**src/design/rsrc_pkg.sv**
```systemverilog
// constants for the reset and stop recovery controller
// assumes a 10 MHz pclk that also stands for the oscillator cycle count
package rsrc_pkg;
   // register byte offsets
   localparam logic [11:0] OFF_CTRL   = 12'h000;
   localparam logic [11:0] OFF_STATUS = 12'h004;
   localparam logic [11:0] OFF_DBG    = 12'h008;
   localparam logic [11:0] OFF_OSC    = 12'h00C;
   // control fields
   localparam int CTRL_RESET_ON_WATCHDOG_OPTION = 0;
   localparam int CTRL_STOP    = 1;
   localparam logic [1:0] CTRL_RESET = 2'h1;
   // status bits
   localparam int ST_POR  = 0;
   localparam int ST_WDT  = 1;
   localparam int ST_EXT  = 2;
   localparam int ST_DBG  = 3;
   localparam int ST_FLT  = 4;
   localparam int ST_STOP = 5;
   localparam int ST_SMR  = 6;
   localparam logic [7:0] OSC_RESET = 8'hA0;
   // reset sequence lengths
   localparam int OSC_PHASE_CYC = 50;
   localparam int SYS_PHASE_CYC = 16;
   localparam int MIN_HOLD_CYC  = 66;
   localparam logic [6:0] OSC_LAST = 7'(OSC_PHASE_CYC - 1);
   localparam logic [6:0] SYS_LAST = 7'(SYS_PHASE_CYC - 1);
   typedef enum logic [1:0] {
      RSRC_RUN  = 2'b00,
      RSRC_OSC  = 2'b01,
      RSRC_SYS  = 2'b10
   } rsrc_state_e;
endpackage : rsrc_pkg

```
**src/design/rsrc_ctrl.sv**
```systemverilog
// reset and stop mode recovery controller with an APB register slave
// assumes event inputs are asynchronous levels; debugger write arrives over APB
`timescale 1ns/1ps
module rsrc_ctrl (
   // clock, reset, enable
   input  wire logic        pclk,
   input  wire logic        presetn,
   input  wire logic        ce,
   // apb slave
   input  wire logic        psel,
   input  wire logic        penable,
   input  wire logic        pwrite,
   input  wire logic [11:0] paddr,
   input  wire logic [31:0] pwdata,
   output logic      [31:0] prdata,
   output logic             pready,
   output logic             pslverr,
   // reset sources
   input  wire logic        por_det,
   input  wire logic        brownout_detect,
   input  wire logic        watchdog_timeout,
   input  wire logic        ext_reset_n,
   input  wire logic        fault_detect,
   input  wire logic [7:0]  gpio_in,
   input  wire logic [7:0]  gpio_smr_en,
   // reset outputs
   output logic             cpu_reset,
   output logic             periph_reset,
   output logic             sys_clk_en,
   output logic             stop_mode
);
   logic [5:0] sync_q;
   logic [7:0] gpio_s;
   logic [7:0] gpio_d;
   logic       por_s, bo_s, wdt_s, extn_s, flt_s, wdt_d;
   logic       reset_on_watchdog_option;
   logic [6:0] status;
   logic [7:0] oscillator_control_reg;
   logic       dbg_req;
   logic       sys_req, smr_req, is_sys;
   logic [6:0] cnt;
   logic [6:0] hold_cnt;
   logic [6:0] sys_hold;
   logic [6:0] next_cause;
   rsrc_pkg::rsrc_state_e state;

   rsrc_sync #(.W(6)) u_sync (
      .pclk   (pclk),
      .presetn(presetn),
      .ce     (ce),
      .d      ({por_det, brownout_detect, watchdog_timeout, ~ext_reset_n, fault_detect, 1'b0}),
      .q      (sync_q)
   );
   rsrc_sync #(.W(8)) u_gsync (
      .pclk   (pclk),
      .presetn(presetn),
      .ce     (ce),
      .d      (gpio_in),
      .q      (gpio_s)
   );
   assign {por_s, bo_s, wdt_s, extn_s, flt_s} = sync_q[5:1];

   wire wr_acc = psel && penable && pwrite && pready;
   wire wdt_edge = wdt_s && !wdt_d;
   wire gpio_hit = |((gpio_s ^ gpio_d) & gpio_smr_en);
   assign dbg_req = wr_acc && paddr == rsrc_pkg::OFF_DBG && pwdata[0];
   wire busy = state != rsrc_pkg::RSRC_RUN;

   // source arbitration and type selection
   always_comb begin
      sys_req    = 1'b0;
      smr_req    = 1'b0;
      next_cause = '0;
      if (por_s || bo_s) begin
         sys_req = 1'b1;
         next_cause[rsrc_pkg::ST_POR] = 1'b1;
      end else if (extn_s || flt_s) begin
         sys_req = 1'b1;
         next_cause[rsrc_pkg::ST_EXT] = extn_s;
         next_cause[rsrc_pkg::ST_FLT] = flt_s;
      end else if (stop_mode) begin
         if (wdt_edge || gpio_hit) begin
            smr_req = 1'b1;
            next_cause[rsrc_pkg::ST_WDT] = wdt_edge;
            next_cause[rsrc_pkg::ST_SMR] = 1'b1;
            next_cause[rsrc_pkg::ST_STOP] = 1'b1;
         end
      end else if (wdt_edge && reset_on_watchdog_option) begin
         sys_req = 1'b1;
         next_cause[rsrc_pkg::ST_WDT] = 1'b1;
      end else if (dbg_req) begin
         sys_req = 1'b1;
         next_cause[rsrc_pkg::ST_DBG] = 1'b1;
      end
   end

   always_ff @(posedge pclk or negedge presetn) begin
      if (!presetn) begin
         wdt_d  <= 1'b0;
         gpio_d <= '0;
      end else if (ce) begin
         wdt_d  <= wdt_s;
         gpio_d <= gpio_s;
      end
   end

   // sequencer: two types only, both run the same oscillator and system clock phase counts
   always_ff @(posedge pclk or negedge presetn) begin
      if (!presetn) begin
         state        <= rsrc_pkg::RSRC_OSC;
         cnt          <= '0;
         is_sys       <= 1'b1;
         cpu_reset    <= 1'b1;
         periph_reset <= 1'b1;
         sys_clk_en   <= 1'b0;
      end else if (ce) begin
         case (state)
            rsrc_pkg::RSRC_RUN: begin
               if (sys_req || smr_req) begin
                  state        <= rsrc_pkg::RSRC_OSC;
                  cnt          <= '0;
                  is_sys       <= sys_req;
                  cpu_reset    <= 1'b1;
                  periph_reset <= sys_req;
                  sys_clk_en   <= 1'b0;
               end
            end
            rsrc_pkg::RSRC_OSC: begin
               if (por_s || bo_s) begin
                  cnt <= '0;
               end else if (cnt == rsrc_pkg::OSC_LAST) begin
                  state      <= rsrc_pkg::RSRC_SYS;
                  cnt        <= '0;
                  sys_clk_en <= 1'b1;
               end else begin
                  cnt <= cnt + 7'h01;
               end
            end
            rsrc_pkg::RSRC_SYS: begin
               if (por_s || bo_s) begin
                  state      <= rsrc_pkg::RSRC_OSC;
                  cnt        <= '0;
                  is_sys     <= 1'b1;
                  periph_reset <= 1'b1;
                  sys_clk_en <= 1'b0;
               end else if (extn_s) begin
                  cnt <= '0;
               end else if (cnt == rsrc_pkg::SYS_LAST) begin
                  state        <= rsrc_pkg::RSRC_RUN;
                  cpu_reset    <= 1'b0;
                  periph_reset <= 1'b0;
               end else begin
                  cnt <= cnt + 7'h01;
               end
            end
            default: state <= rsrc_pkg::RSRC_OSC;
         endcase
      end
   end

   // registers; system reset restores them, stop recovery clears stop and restores the oscillator but keeps the watchdog option
   always_ff @(posedge pclk or negedge presetn) begin
      if (!presetn) begin
         reset_on_watchdog_option <= 1'b1;
         stop_mode                <= 1'b0;
         oscillator_control_reg   <= rsrc_pkg::OSC_RESET;
      end else if (ce) begin
         if (sys_req && !busy) begin
            reset_on_watchdog_option <= 1'b1;
            stop_mode                <= 1'b0;
            oscillator_control_reg   <= rsrc_pkg::OSC_RESET;
         end else if (smr_req && !busy) begin
            stop_mode              <= 1'b0;
            oscillator_control_reg <= rsrc_pkg::OSC_RESET;
         end else if (wr_acc && !busy) begin
            if (paddr == rsrc_pkg::OFF_CTRL) begin
               reset_on_watchdog_option <= pwdata[rsrc_pkg::CTRL_RESET_ON_WATCHDOG_OPTION];
               stop_mode                <= pwdata[rsrc_pkg::CTRL_STOP];
            end else if (paddr == rsrc_pkg::OFF_OSC) begin
               oscillator_control_reg <= pwdata[7:0];
            end
         end
      end
   end

   // cause record, power-on value at async reset
   always_ff @(posedge pclk or negedge presetn) begin
      if (!presetn) begin
         status <= 7'h01;
      end else if (ce) begin
         if ((sys_req || smr_req) && !busy) begin
            status <= next_cause;
         end else if ((por_s || bo_s) && busy) begin
            status <= 7'h01;
         end
      end
   end

   // apb read path, zero wait states
   always_ff @(posedge pclk or negedge presetn) begin
      if (!presetn) begin
         prdata  <= '0;
         pready  <= 1'b0;
         pslverr <= 1'b0;
      end else if (ce) begin
         pready  <= psel && !penable;
         pslverr <= 1'b0;
         prdata  <= '0;
         if (psel && !penable) begin
            if (paddr == rsrc_pkg::OFF_CTRL) begin
               prdata <= {30'h0, stop_mode, reset_on_watchdog_option};
            end else if (paddr == rsrc_pkg::OFF_STATUS) begin
               prdata <= {25'h0, status};
            end else if (paddr == rsrc_pkg::OFF_DBG) begin
               prdata <= '0;
            end else if (paddr == rsrc_pkg::OFF_OSC) begin
               prdata <= {24'h0, oscillator_control_reg};
            end else begin
               pslverr <= 1'b1;
            end
         end
      end
   end

   // hold length checks
   always_ff @(posedge pclk or negedge presetn) begin
      if (!presetn) begin
         hold_cnt <= '0;
         sys_hold <= '0;
      end else if (ce) begin
         hold_cnt <= cpu_reset ? ((hold_cnt == 7'h7F) ? hold_cnt : hold_cnt + 7'h01) : 7'h00;
         // cycles with system clock running and cpu still held
         if (cpu_reset && sys_clk_en) begin
            sys_hold <= (sys_hold == 7'h7F) ? sys_hold : sys_hold + 7'h01;
         end else begin
            sys_hold <= 7'h00;
         end
      end
   end

   min_hold_a: assert property (@(posedge pclk) disable iff (!presetn)
      $fell(cpu_reset) |-> $past(hold_cnt) >= 7'(rsrc_pkg::MIN_HOLD_CYC - 1))
      else $error("cpu released too early");
   clk_phase_a: assert property (@(posedge pclk) disable iff (!presetn)
      $fell(cpu_reset) |-> sys_hold >= 7'(rsrc_pkg::SYS_PHASE_CYC))
      else $error("cpu released within 16 system cycles");
   por_wins_a: assert property (@(posedge pclk) disable iff (!presetn || !ce)
      (por_s && !busy) |=> is_sys && periph_reset)
      else $error("power-on did not give system reset");
   wdt_gate_a: assert property (@(posedge pclk) disable iff (!presetn || !ce)
      (!busy && !stop_mode && wdt_edge && !reset_on_watchdog_option && !por_s && !bo_s
       && !extn_s && !flt_s && !dbg_req) |=> !cpu_reset)
      else $error("watchdog reset while option clear");
   dbg_reset_a: assert property (@(posedge pclk) disable iff (!presetn || !ce)
      (!busy && !stop_mode && dbg_req) |=> cpu_reset && is_sys)
      else $error("debug write did not reset");
   smr_keep_a: assert property (@(posedge pclk) disable iff (!presetn || !ce)
      (!busy && smr_req && !sys_req) |=> !periph_reset && !is_sys)
      else $error("stop recovery touched peripherals");
   stop_src_a: assert property (@(posedge pclk) disable iff (!presetn || !ce)
      (!busy && stop_mode && gpio_hit && !por_s && !bo_s && !extn_s && !flt_s)
      |=> cpu_reset && !is_sys)
      else $error("gpio wake did not recover");
   cause_rec_a: assert property (@(posedge pclk) disable iff (!presetn || !ce)
      (!busy && (sys_req || smr_req)) |=> status == $past(next_cause))
      else $error("cause not recorded");
   sys_reset_c: cover property (@(posedge pclk) disable iff (!presetn) $fell(cpu_reset) && is_sys);
   smr_c: cover property (@(posedge pclk) disable iff (!presetn) $fell(cpu_reset) && !is_sys);
   dbg_c: cover property (@(posedge pclk) disable iff (!presetn) dbg_req && !busy);
endmodule : rsrc_ctrl

```
**src/design/rsrc_sync.sv**
```systemverilog
// two-stage synchroniser for asynchronous level inputs
// assumes pclk domain, async active-low reset
`timescale 1ns/1ps
module rsrc_sync #(parameter int W = 1) (
   // clock and reset
   input  wire logic         pclk,
   input  wire logic         presetn,
   input  wire logic         ce,
   // data
   input  wire logic [W-1:0] d,
   output logic      [W-1:0] q
);
   logic [W-1:0] meta;
   always_ff @(posedge pclk or negedge presetn) begin
      if (!presetn) begin
         meta <= '0;
         q    <= '0;
      end else if (ce) begin
         meta <= d;
         q    <= meta;
      end
   end
endmodule : rsrc_sync
```
**config.mk**
```make
export PLATFORM = sky130hd
export DESIGN_NAME = rsrc_ctrl
export DESIGN_NICKNAME = d
export VERILOG_FILES = /design/src/design/rsrc_pkg.sv /design/src/design/rsrc_ctrl.sv /design/src/design/rsrc_sync.sv
export SDC_FILE = /design/constraint.sdc
export NUM_CORES = 1
export LEC_CHECK = 0
export ABC_CLOCK_PERIOD_IN_PS = 7100
export BUFFER_PORTS_ARGS = -buffer_cell sky130_fd_sc_hd__buf_2
export CAP_MARGIN = 0
export CORE_MARGIN = 8
export CORE_UTILIZATION = 45
export CTS_CLUSTER_DIAMETER = 80
export CTS_CLUSTER_SIZE = 20
export DETAILED_ROUTE_END_ITERATION = 8
export GPL_TIMING_DRIVEN = 0
export PLACE_DENSITY = 0.7
export SYNTH_ARGS = -nofsm -noshare
export SYNTH_HDL_FRONTEND = slang
export SYNTH_HIERARCHICAL = 1
export SYNTH_SLANG_ARGS = --single-unit
export TNS_END_PERCENT = 5
```
**constraint.sdc**
```tcl
create_clock -name pclk -period 7.1 [get_ports pclk]
set_clock_uncertainty 0.1 [all_clocks]
set_input_delay 1.065 -clock pclk [delete_from_list [all_inputs] [get_ports pclk]]
set_output_delay 1.065 -clock pclk [all_outputs]
set_load 0.03 [all_outputs]
```
# == Yosys cells after proc, flatten, opt, wreduce, memory -nomap -nowiden ==
# Cells that the tools add are included.
# word_totals
n_memories,0
ram_bits,0
regBits,98
in_bits,71
romBits,0
latchBits,0
# classes
n_addsub,1
div_mod_pow,0
eq_ne,19
reduce_logical,41
mul,0
shifts,0
n_bitwise,3
muxes,75
magnitude_cmp,0
# ops
op,count
8-bit 2-to-1 mux,10
7-bit 2-to-1 mux,8
1-bit 2-to-1 mux,42
12-bit by 4-bit equality test with 1-bit output (second input constant),2
7-bit one-hot mux with 3 select lines,1
2-bit 2-to-1 mux,9
6-bit AND reduction,3
2-bit inequality test (second input constant),8
1-bit logical AND,13
12-bit by 3-bit equality test with 1-bit output (second input constant),1
12-bit logical NOT,1
4-bit AND reduction,3
3-bit nonzero test,4
2-bit nonzero test,5
3-bit inequality test (second input constant),3
8-bit AND,1
8-bit OR reduction,1
8-bit bitwise XOR,1
7-bit by 1-bit adder with 7-bit output (second input constant),1
7-bit by 4-bit equality test with 1-bit output (second input constant),1
7-bit by 6-bit equality test with 1-bit output (second input constant),1
6-bit 2-to-1 mux,1
2-bit one-hot mux with 3 select lines,1
5-bit AND reduction,1
11 further kinds,17

# == Logic depth before layout (Yosys ltp) ==
# Gate-level depths: netlist (run 1).
# depth
ltp_word,14
mapped_depth,9

# == Hierarchy ==
# Netlist (run 1), hierarchy kept.
# modules_own_cells
module,cells_per_inst,area_per_inst_um2,n_inst
rsrc_ctrl,280,2796.4,1
rsrc_sync at u_gsync,34,649.4,1
rsrc_sync at u_sync,25,484.2,1

# == Worst setup path after synthesis (run 1) ==
# No wires, ideal clock.
# synth_timing
path_type,input to register
start,in paddr[5]
end,reg cnt[4]
setup_ns,0.121
path_buffers,1
path_stages,7
setup_slack_ns,3.564
required_time_ns,6.879
t_arrival_ns,3.315
cell_sequence,or4_4 or4b_4 buf_6 o311ai_4 o21ai_2 or3_1 a22o_1
# synth_between
elab_chain_cells,11
# synth_rtl
item,line,rtl
from (decl),rsrc_ctrl.sv:13,"input wire logic [11:0] paddr,"
12-bit by 4-bit equality test with 1-bit output,rsrc_ctrl.sv:66,assign dbg_req = wr_acc && paddr == rsrc_pkg::OFF_DBG && pwdata[0];
1-bit logical AND (2 in series),rsrc_ctrl.sv:66,
1-bit 2-to-1 mux,rsrc_ctrl.sv:91,end else if (dbg_req) begin
1-bit 2-to-1 mux,rsrc_ctrl.sv:88,end else if (wdt_edge && reset_on_watchdog_option) begin
1-bit 2-to-1 mux,rsrc_ctrl.sv:81,end else if (stop_mode) begin
1-bit 2-to-1 mux,rsrc_ctrl.sv:77,end else if (extn_s || flt_s) begin
1-bit 2-to-1 mux,rsrc_ctrl.sv:74,if (por_s || bo_s) begin
1-bit logical OR,rsrc_ctrl.sv:119,if (sys_req || smr_req) begin
2-bit inequality test (no source line),--,
4-bit AND reduction (no source line),--,
to (signal assigned),rsrc_ctrl.sv:136,cnt <= cnt + 7'h01;
to (signal assigned),rsrc_ctrl.sv:153,cnt <= cnt + 7'h01;
to (decl),rsrc_ctrl.sv:41,logic [6:0] cnt;
# No other way between the ends.
# A chain may end at the register's enable or synchronous reset.

# == Worst setup path in the final report (run 1) ==
# layout_timing
start,in paddr[5]
end,reg cnt[0]
# The elaborated chain is that of the path after synthesis.

==> results of run 1 <==
[metrics by stage]
stage	power (mW)	cell area [um^2]	std cells	worst slack (ns)	hold slack [ns]
5_1_grt	1.18	4580	540	3.56	0.404
4_1_cts	1.13	4580	540	3.64	0.388
2_1_floorplan	0.729	3940	358	3.56	0.349
3_5_place_dp	0.816	4400	524	3.29	0.373
3_3_place_gp	0.800	4370	523	3.32	0.370
6_report	1.11	4580	540	3.63	0.385
[area by class of cell]
type	count	area, um^2	share of cell area
Sequential cell	73	1840	0.401
Multi-Input combinational cell	233	1780	0.388
Timing Repair Buffer	61	330	0.0721
Buffer	34	258	0.0563
Clock buffer	13	139	0.0303
Tap cell	105	131	0.0287
Inverter	18	67.6	0.0148
Clock inverter	3	42.5	0.00929
[worst max-delay path: stages]
cell,delay (ns)
buf_2,0.10
or4_4,0.53
or4b_4,0.53
buf_6,0.15
o311ai_4,0.36
o21ai_2,0.19
nor2_1,0.30
mux2_2,0.37
[metal layers]
metal  GRT usage  share of wire  vias up
li1            -              -     1370
met3      0.0535          0.076       13
met5           0              0        -
met1       0.175           0.42     1365
met2       0.248           0.49       86
met4      0.0567          0.016        0
[worst max-delay path by stage]
stage | start | to | slack, ns
2_1_floorplan | paddr[5] | cnt[4]$_DFFE_PN0P_ | 3.56
3_3_place_gp | paddr[5] | cnt[0]$_DFFE_PN0P_ | 3.32
3_5_place_dp | paddr[5] | cnt[0]$_DFFE_PN0P_ | 3.29
4_1_cts | paddr[5] | cnt[0]$_DFFE_PN0P_ | 3.64
5_1_grt | paddr[5] | status[3]$_DFFE_PN0P_ | 3.56
6_report | paddr[5] | cnt[0]$_DFFE_PN0P_ | 3.63
[where the power goes]
part	internal (mW)	switching, mW
clock	0.162	0.144
combinational	0.125	0.167
sequential	0.473	0.0426
==> impl_metrics.toml, run 1 <==
[floorplanning]
start_util = 0.466
dieHeight_um = 108
num_rows = 33
ioPinCount = 109
dieArea_mm2 = 0.0118
coreArea_mm2 = 0.00826
die_x_um = 108

[timing]
tightest_slew_ns = 0.747
relSlewSlack = 0.498
finalSetupViolations = 0
final-hold-violation-count = 0
fin_tns_setup_ns = 0
fin_crit_sh = 0.488
rsz0062_at_grt = "false"
layout_min_cycle_time_ns = 3.47
fmax_mhz = 288
drv_slew = 0

[cts]
cts_made_buffers = 9
cts_resized = 0
cts_setup_buffers = 0
root_buffer = "clkbuf_8"
hold_buffers = 0
worstSkewPairLatency_ns = 0.34
htreeDepth = 3
cts_tree = "built"
path_clk_slew_ns = 0.07
clock-sinks = 73
cts_buffer_depth = 2

[setup_path]
r2r.worst_path.cells = 6
critPathArrivalTime_ns = 3.59
crit_fanout = 8
start_kind = "input port"
worstPathRequired_ns = 7.22
r2r-start = "u_sync/q[2]$_DFFE_PN0P_"
end_kind = "register"
rr_endpoint = "oscillator_control_reg[4]$_DFFE_PN0P_"
path_class = "input port to register"
reg2reg_slack_ns = 4.26

[global_routing]
grt_usage = 0.150
gr-total-overflow = 0
grt_pass1_wl_mm = 14.1
grt_max_degree = 74
antenna_found_initial = 0
grt_pass1_vias = 2927

[run_status]
status = "completed"

[layout]
mostFrequentLayoutCells = "66 x dfrtp_1, 60 x buf_2, 25 x buf_4"
area_delta_synth_final_pct = 18.9
nets = 507
diodes = 0
fin_util = 0.555
layout_commonest_cell = "dfrtp_1"
drive_gt1_frac = 0.356
fillCellCount = 733

[logic_synthesis]
synth_area_mm2 = 0.00385
avgSynthCellArea_um2 = 11.5
yosysWarnings = 6
synth_cells = 335

[place]
gp_congestion = 0.871
port_buffers = 60
place_hpwl_mm = 6.34

[detailed_routing]
drt_iter0_drc = 147
post-route-drc-count = 0
drt_first_pass_iters = 4
viasPerCell = 5.25
ant_nets = 0
num_vias = 2834
wirelength_mm = 8.55
wl_per_cell_um = 15.8

[power_and_ir_drop]
power_density_mw_per_mm2 = 243
ir_drop_mv = 0.154
leakagePower_nw = 2.18

[flow_run]
max-cap-violations = 0

[worst_hold_path]
hold_start = "oscillator_control_reg[5]$_DFFE_PN1P_"
hold_path.class = "register to register"
min_to = "oscillator_control_reg[5]$_DFFE_PN1P_"
holdPathStages = 2
Note: power is estimated with default switching activity, not from simulation.
==> inputs of run 2 (changes only) <==
Settings changed: ABC_AREA set to 1, ABC_CLOCK_PERIOD_IN_PS 7100 to 3500.
Clock period 7.1 ns to 3.5 ns, I/O delays scaled along.
==> run 2 against run 1 <==
First-iteration DRC count decreased by 7.5%. Sequential power increased by 120%. Sequential share of layout area decreased by 2.0 points. Critical path type is now register to register. Largest cell class unchanged. Largest power group unchanged. Highest routed layer unchanged.
==> impl_metrics.toml, run 2 <==
[detailed_routing]
wirelength_mm = 8.95
viasPerCell = 4.72
ant_nets = 0
drt_first_pass_iters = 4
post-route-drc-count = 0
drt_iter0_drc = 136
wl_per_cell_um = 12.7
num_vias = 3332

[timing]
fin_crit_sh = 0.562
drv_slew = 0
fin_tns_setup_ns = 0
fmax_mhz = 509
finalSetupViolations = 0
layout_min_cycle_time_ns = 1.97
rsz0062_at_grt = "false"
final-hold-violation-count = 0

[power_and_ir_drop]
p_seq_frac = 0.419
leakagePower_nw = 2.62
switching_share = 0.354
power_density_mw_per_mm2 = 552
pwr-share-clk = 0.272
power.switching_mw = 0.943
ir_drop_mv = 0.251
p_int_mw = 1.72
combPwrFrac = 0.308

[global_routing]
met1_usage = 0.191
grt_use_met2 = 0.230
grt_max_degree = 62
gr-total-overflow = 0
grt_pass1_wl_mm = 15.6
antenna_found_initial = 0
grt_usage = 0.151
grt-busiest-layer = "met2"
grt_pass1_vias = 3334
met3_usage = 0.0438

[run_status]
status = "completed"

[setup_path]
worstPathRequired_ns = 3.63
max_stage_delay_ns = 0.38
critPathArrivalTime_ns = 2.09
end_kind = "register"
worst-path-buf-inv = 1
critPathMostFrequentCell = "nand2_1"
path_delay_family = "simple AND/OR/NAND/NOR gates"
crit_fanout = 10
slowest_stage = "dfrtp_1"
cp_cell_sequence = "ha_1 -> nand3_1 -> nor4_1 -> nand2_1 -> o21bai_2 -> nor2_4 -> buf_6 -> nand2_1 -> o21ai_0"
start_kind = "register"
path_class = "register to register"

[layout]
area_delta_synth_final_pct = 19.4
nets = 670
diodes = 0
multi_input_area_mm2 = 0.00183
seq_area_mm2 = 0.00184
fin_util = 0.553
design_area_mm2 = 0.00482
layout_commonest_cell = "nand2_1"
mostFrequentLayoutCells = "168 x nand2_1, 66 x dfrtp_1, 59 x buf_2"
fillCellCount = 832
drive_gt1_frac = 0.279

[cts]
cts_made_buffers = 9
cts_resized = 0
cts_tree = "built"
worstSkewPairLatency_ns = 0.35
clock-sinks = 73
cts_buffer_depth = 2
root_buffer = "clkbuf_8"
htreeDepth = 3
path_clk_slew_ns = 0.07

[flow_run]
max-cap-violations = 0

[logic_synthesis]
synth_area_mm2 = 0.00404
avgSynthCellArea_um2 = 8.13
synth_cells = 497
yosysWarnings = 6

[floorplanning]
coreArea_mm2 = 0.00872
start_util = 0.463
ioPinCount = 109
die_x_um = 111
dieHeight_um = 111
dieArea_mm2 = 0.0123
num_rows = 34

[place]
port_buffers = 60
place_hpwl_mm = 6.75
gp_congestion = 0.810
post_dp_cell_area_mm2 = 0.00459

[worst_hold_path]
hold_path.class = "input port to register"
[run 2: power by group through the flow]
stage / logic [mW] / clock network [mW] / registers [mW]
global placement: 0.797 / 0 / 1.12
CTS: 0.829 / 0.746 / 1.12
floorplan: 0.601 / 0 / 1.14
global route: 0.929 / 0.778 / 1.13
detailed placement: 0.823 / 0 / 1.13
finish: 0.821 / 0.725 / 1.12
[run 2: final timing paths]
kind	slack, ns	endpoint	startpoint	cells past startpoint
max	1.53	cnt[5]$_DFFE_PN0P_	cnt[0]$_DFFE_PN0P_	9
min	0.27	u_gsync/meta[1]$_DFFE_PN0P_	gpio_in[1]	3
max reg2reg	1.53	cnt[5]$_DFFE_PN0P_	cnt[0]$_DFFE_PN0P_	9
min reg2reg	0.37	cpu_reset$_DFFE_PN1P_	cpu_reset$_DFFE_PN1P_	2
max in group asynchronous	2.25	state[0]$_DFFE_PN1P_	presetn	3
min in group asynchronous	0.46	prdata[2]$_DFFE_PN0P_	presetn	2
[run 2: area by class of cell]
type / instances / area share
clock buffer: 11 / 0.0293
sequential: 73 / 0.381
multi-input combinational: 368 / 0.380
clock inverter: 5 / 0.0164
timing repair buffer: 62 / 0.0706
tap: 108 / 0.0280
buffer: 35 / 0.0587
inverter: 44 / 0.0358
[run 2: repair_timing]
action / in CTS / in global routing
setup buffers: 0 / 0
hold buffers: 1 / 0
hold endpoints to repair: 12 / 0
[run 2: through the flow]
stage | std cells | worst slack (ns) | total power [mW] | hold WS [ns]
floorplan | 520 | 1.62 | 1.74 | 0.129
global placement | 688 | 1.32 | 1.92 | 0.351
detailed placement | 689 | 1.29 | 1.95 | 0.290
CTS | 706 | 1.51 | 2.69 | 0.258
global route | 706 | 1.23 | 2.84 | 0.269
finish | 706 | 1.53 | 2.66 | 0.274
[run 2: worst reg2reg max path: stages, from the launching register on]
cell,delay (ns)
dfrtp_1,0.38
ha_1,0.20
nand3_1,0.13
nor4_1,0.30
nand2_1,0.16
o21bai_2,0.23
nor2_4,0.08
buf_6,0.14
nand2_1,0.05
o21ai_0,0.08
[run 2: layer usage]
layer / vias up / share of wire
met5: - / 0
met4: 0 / 0.023
met3: 14 / 0.065
met2: 90 / 0.44
met1: 1499 / 0.47
li1: 1729 / -
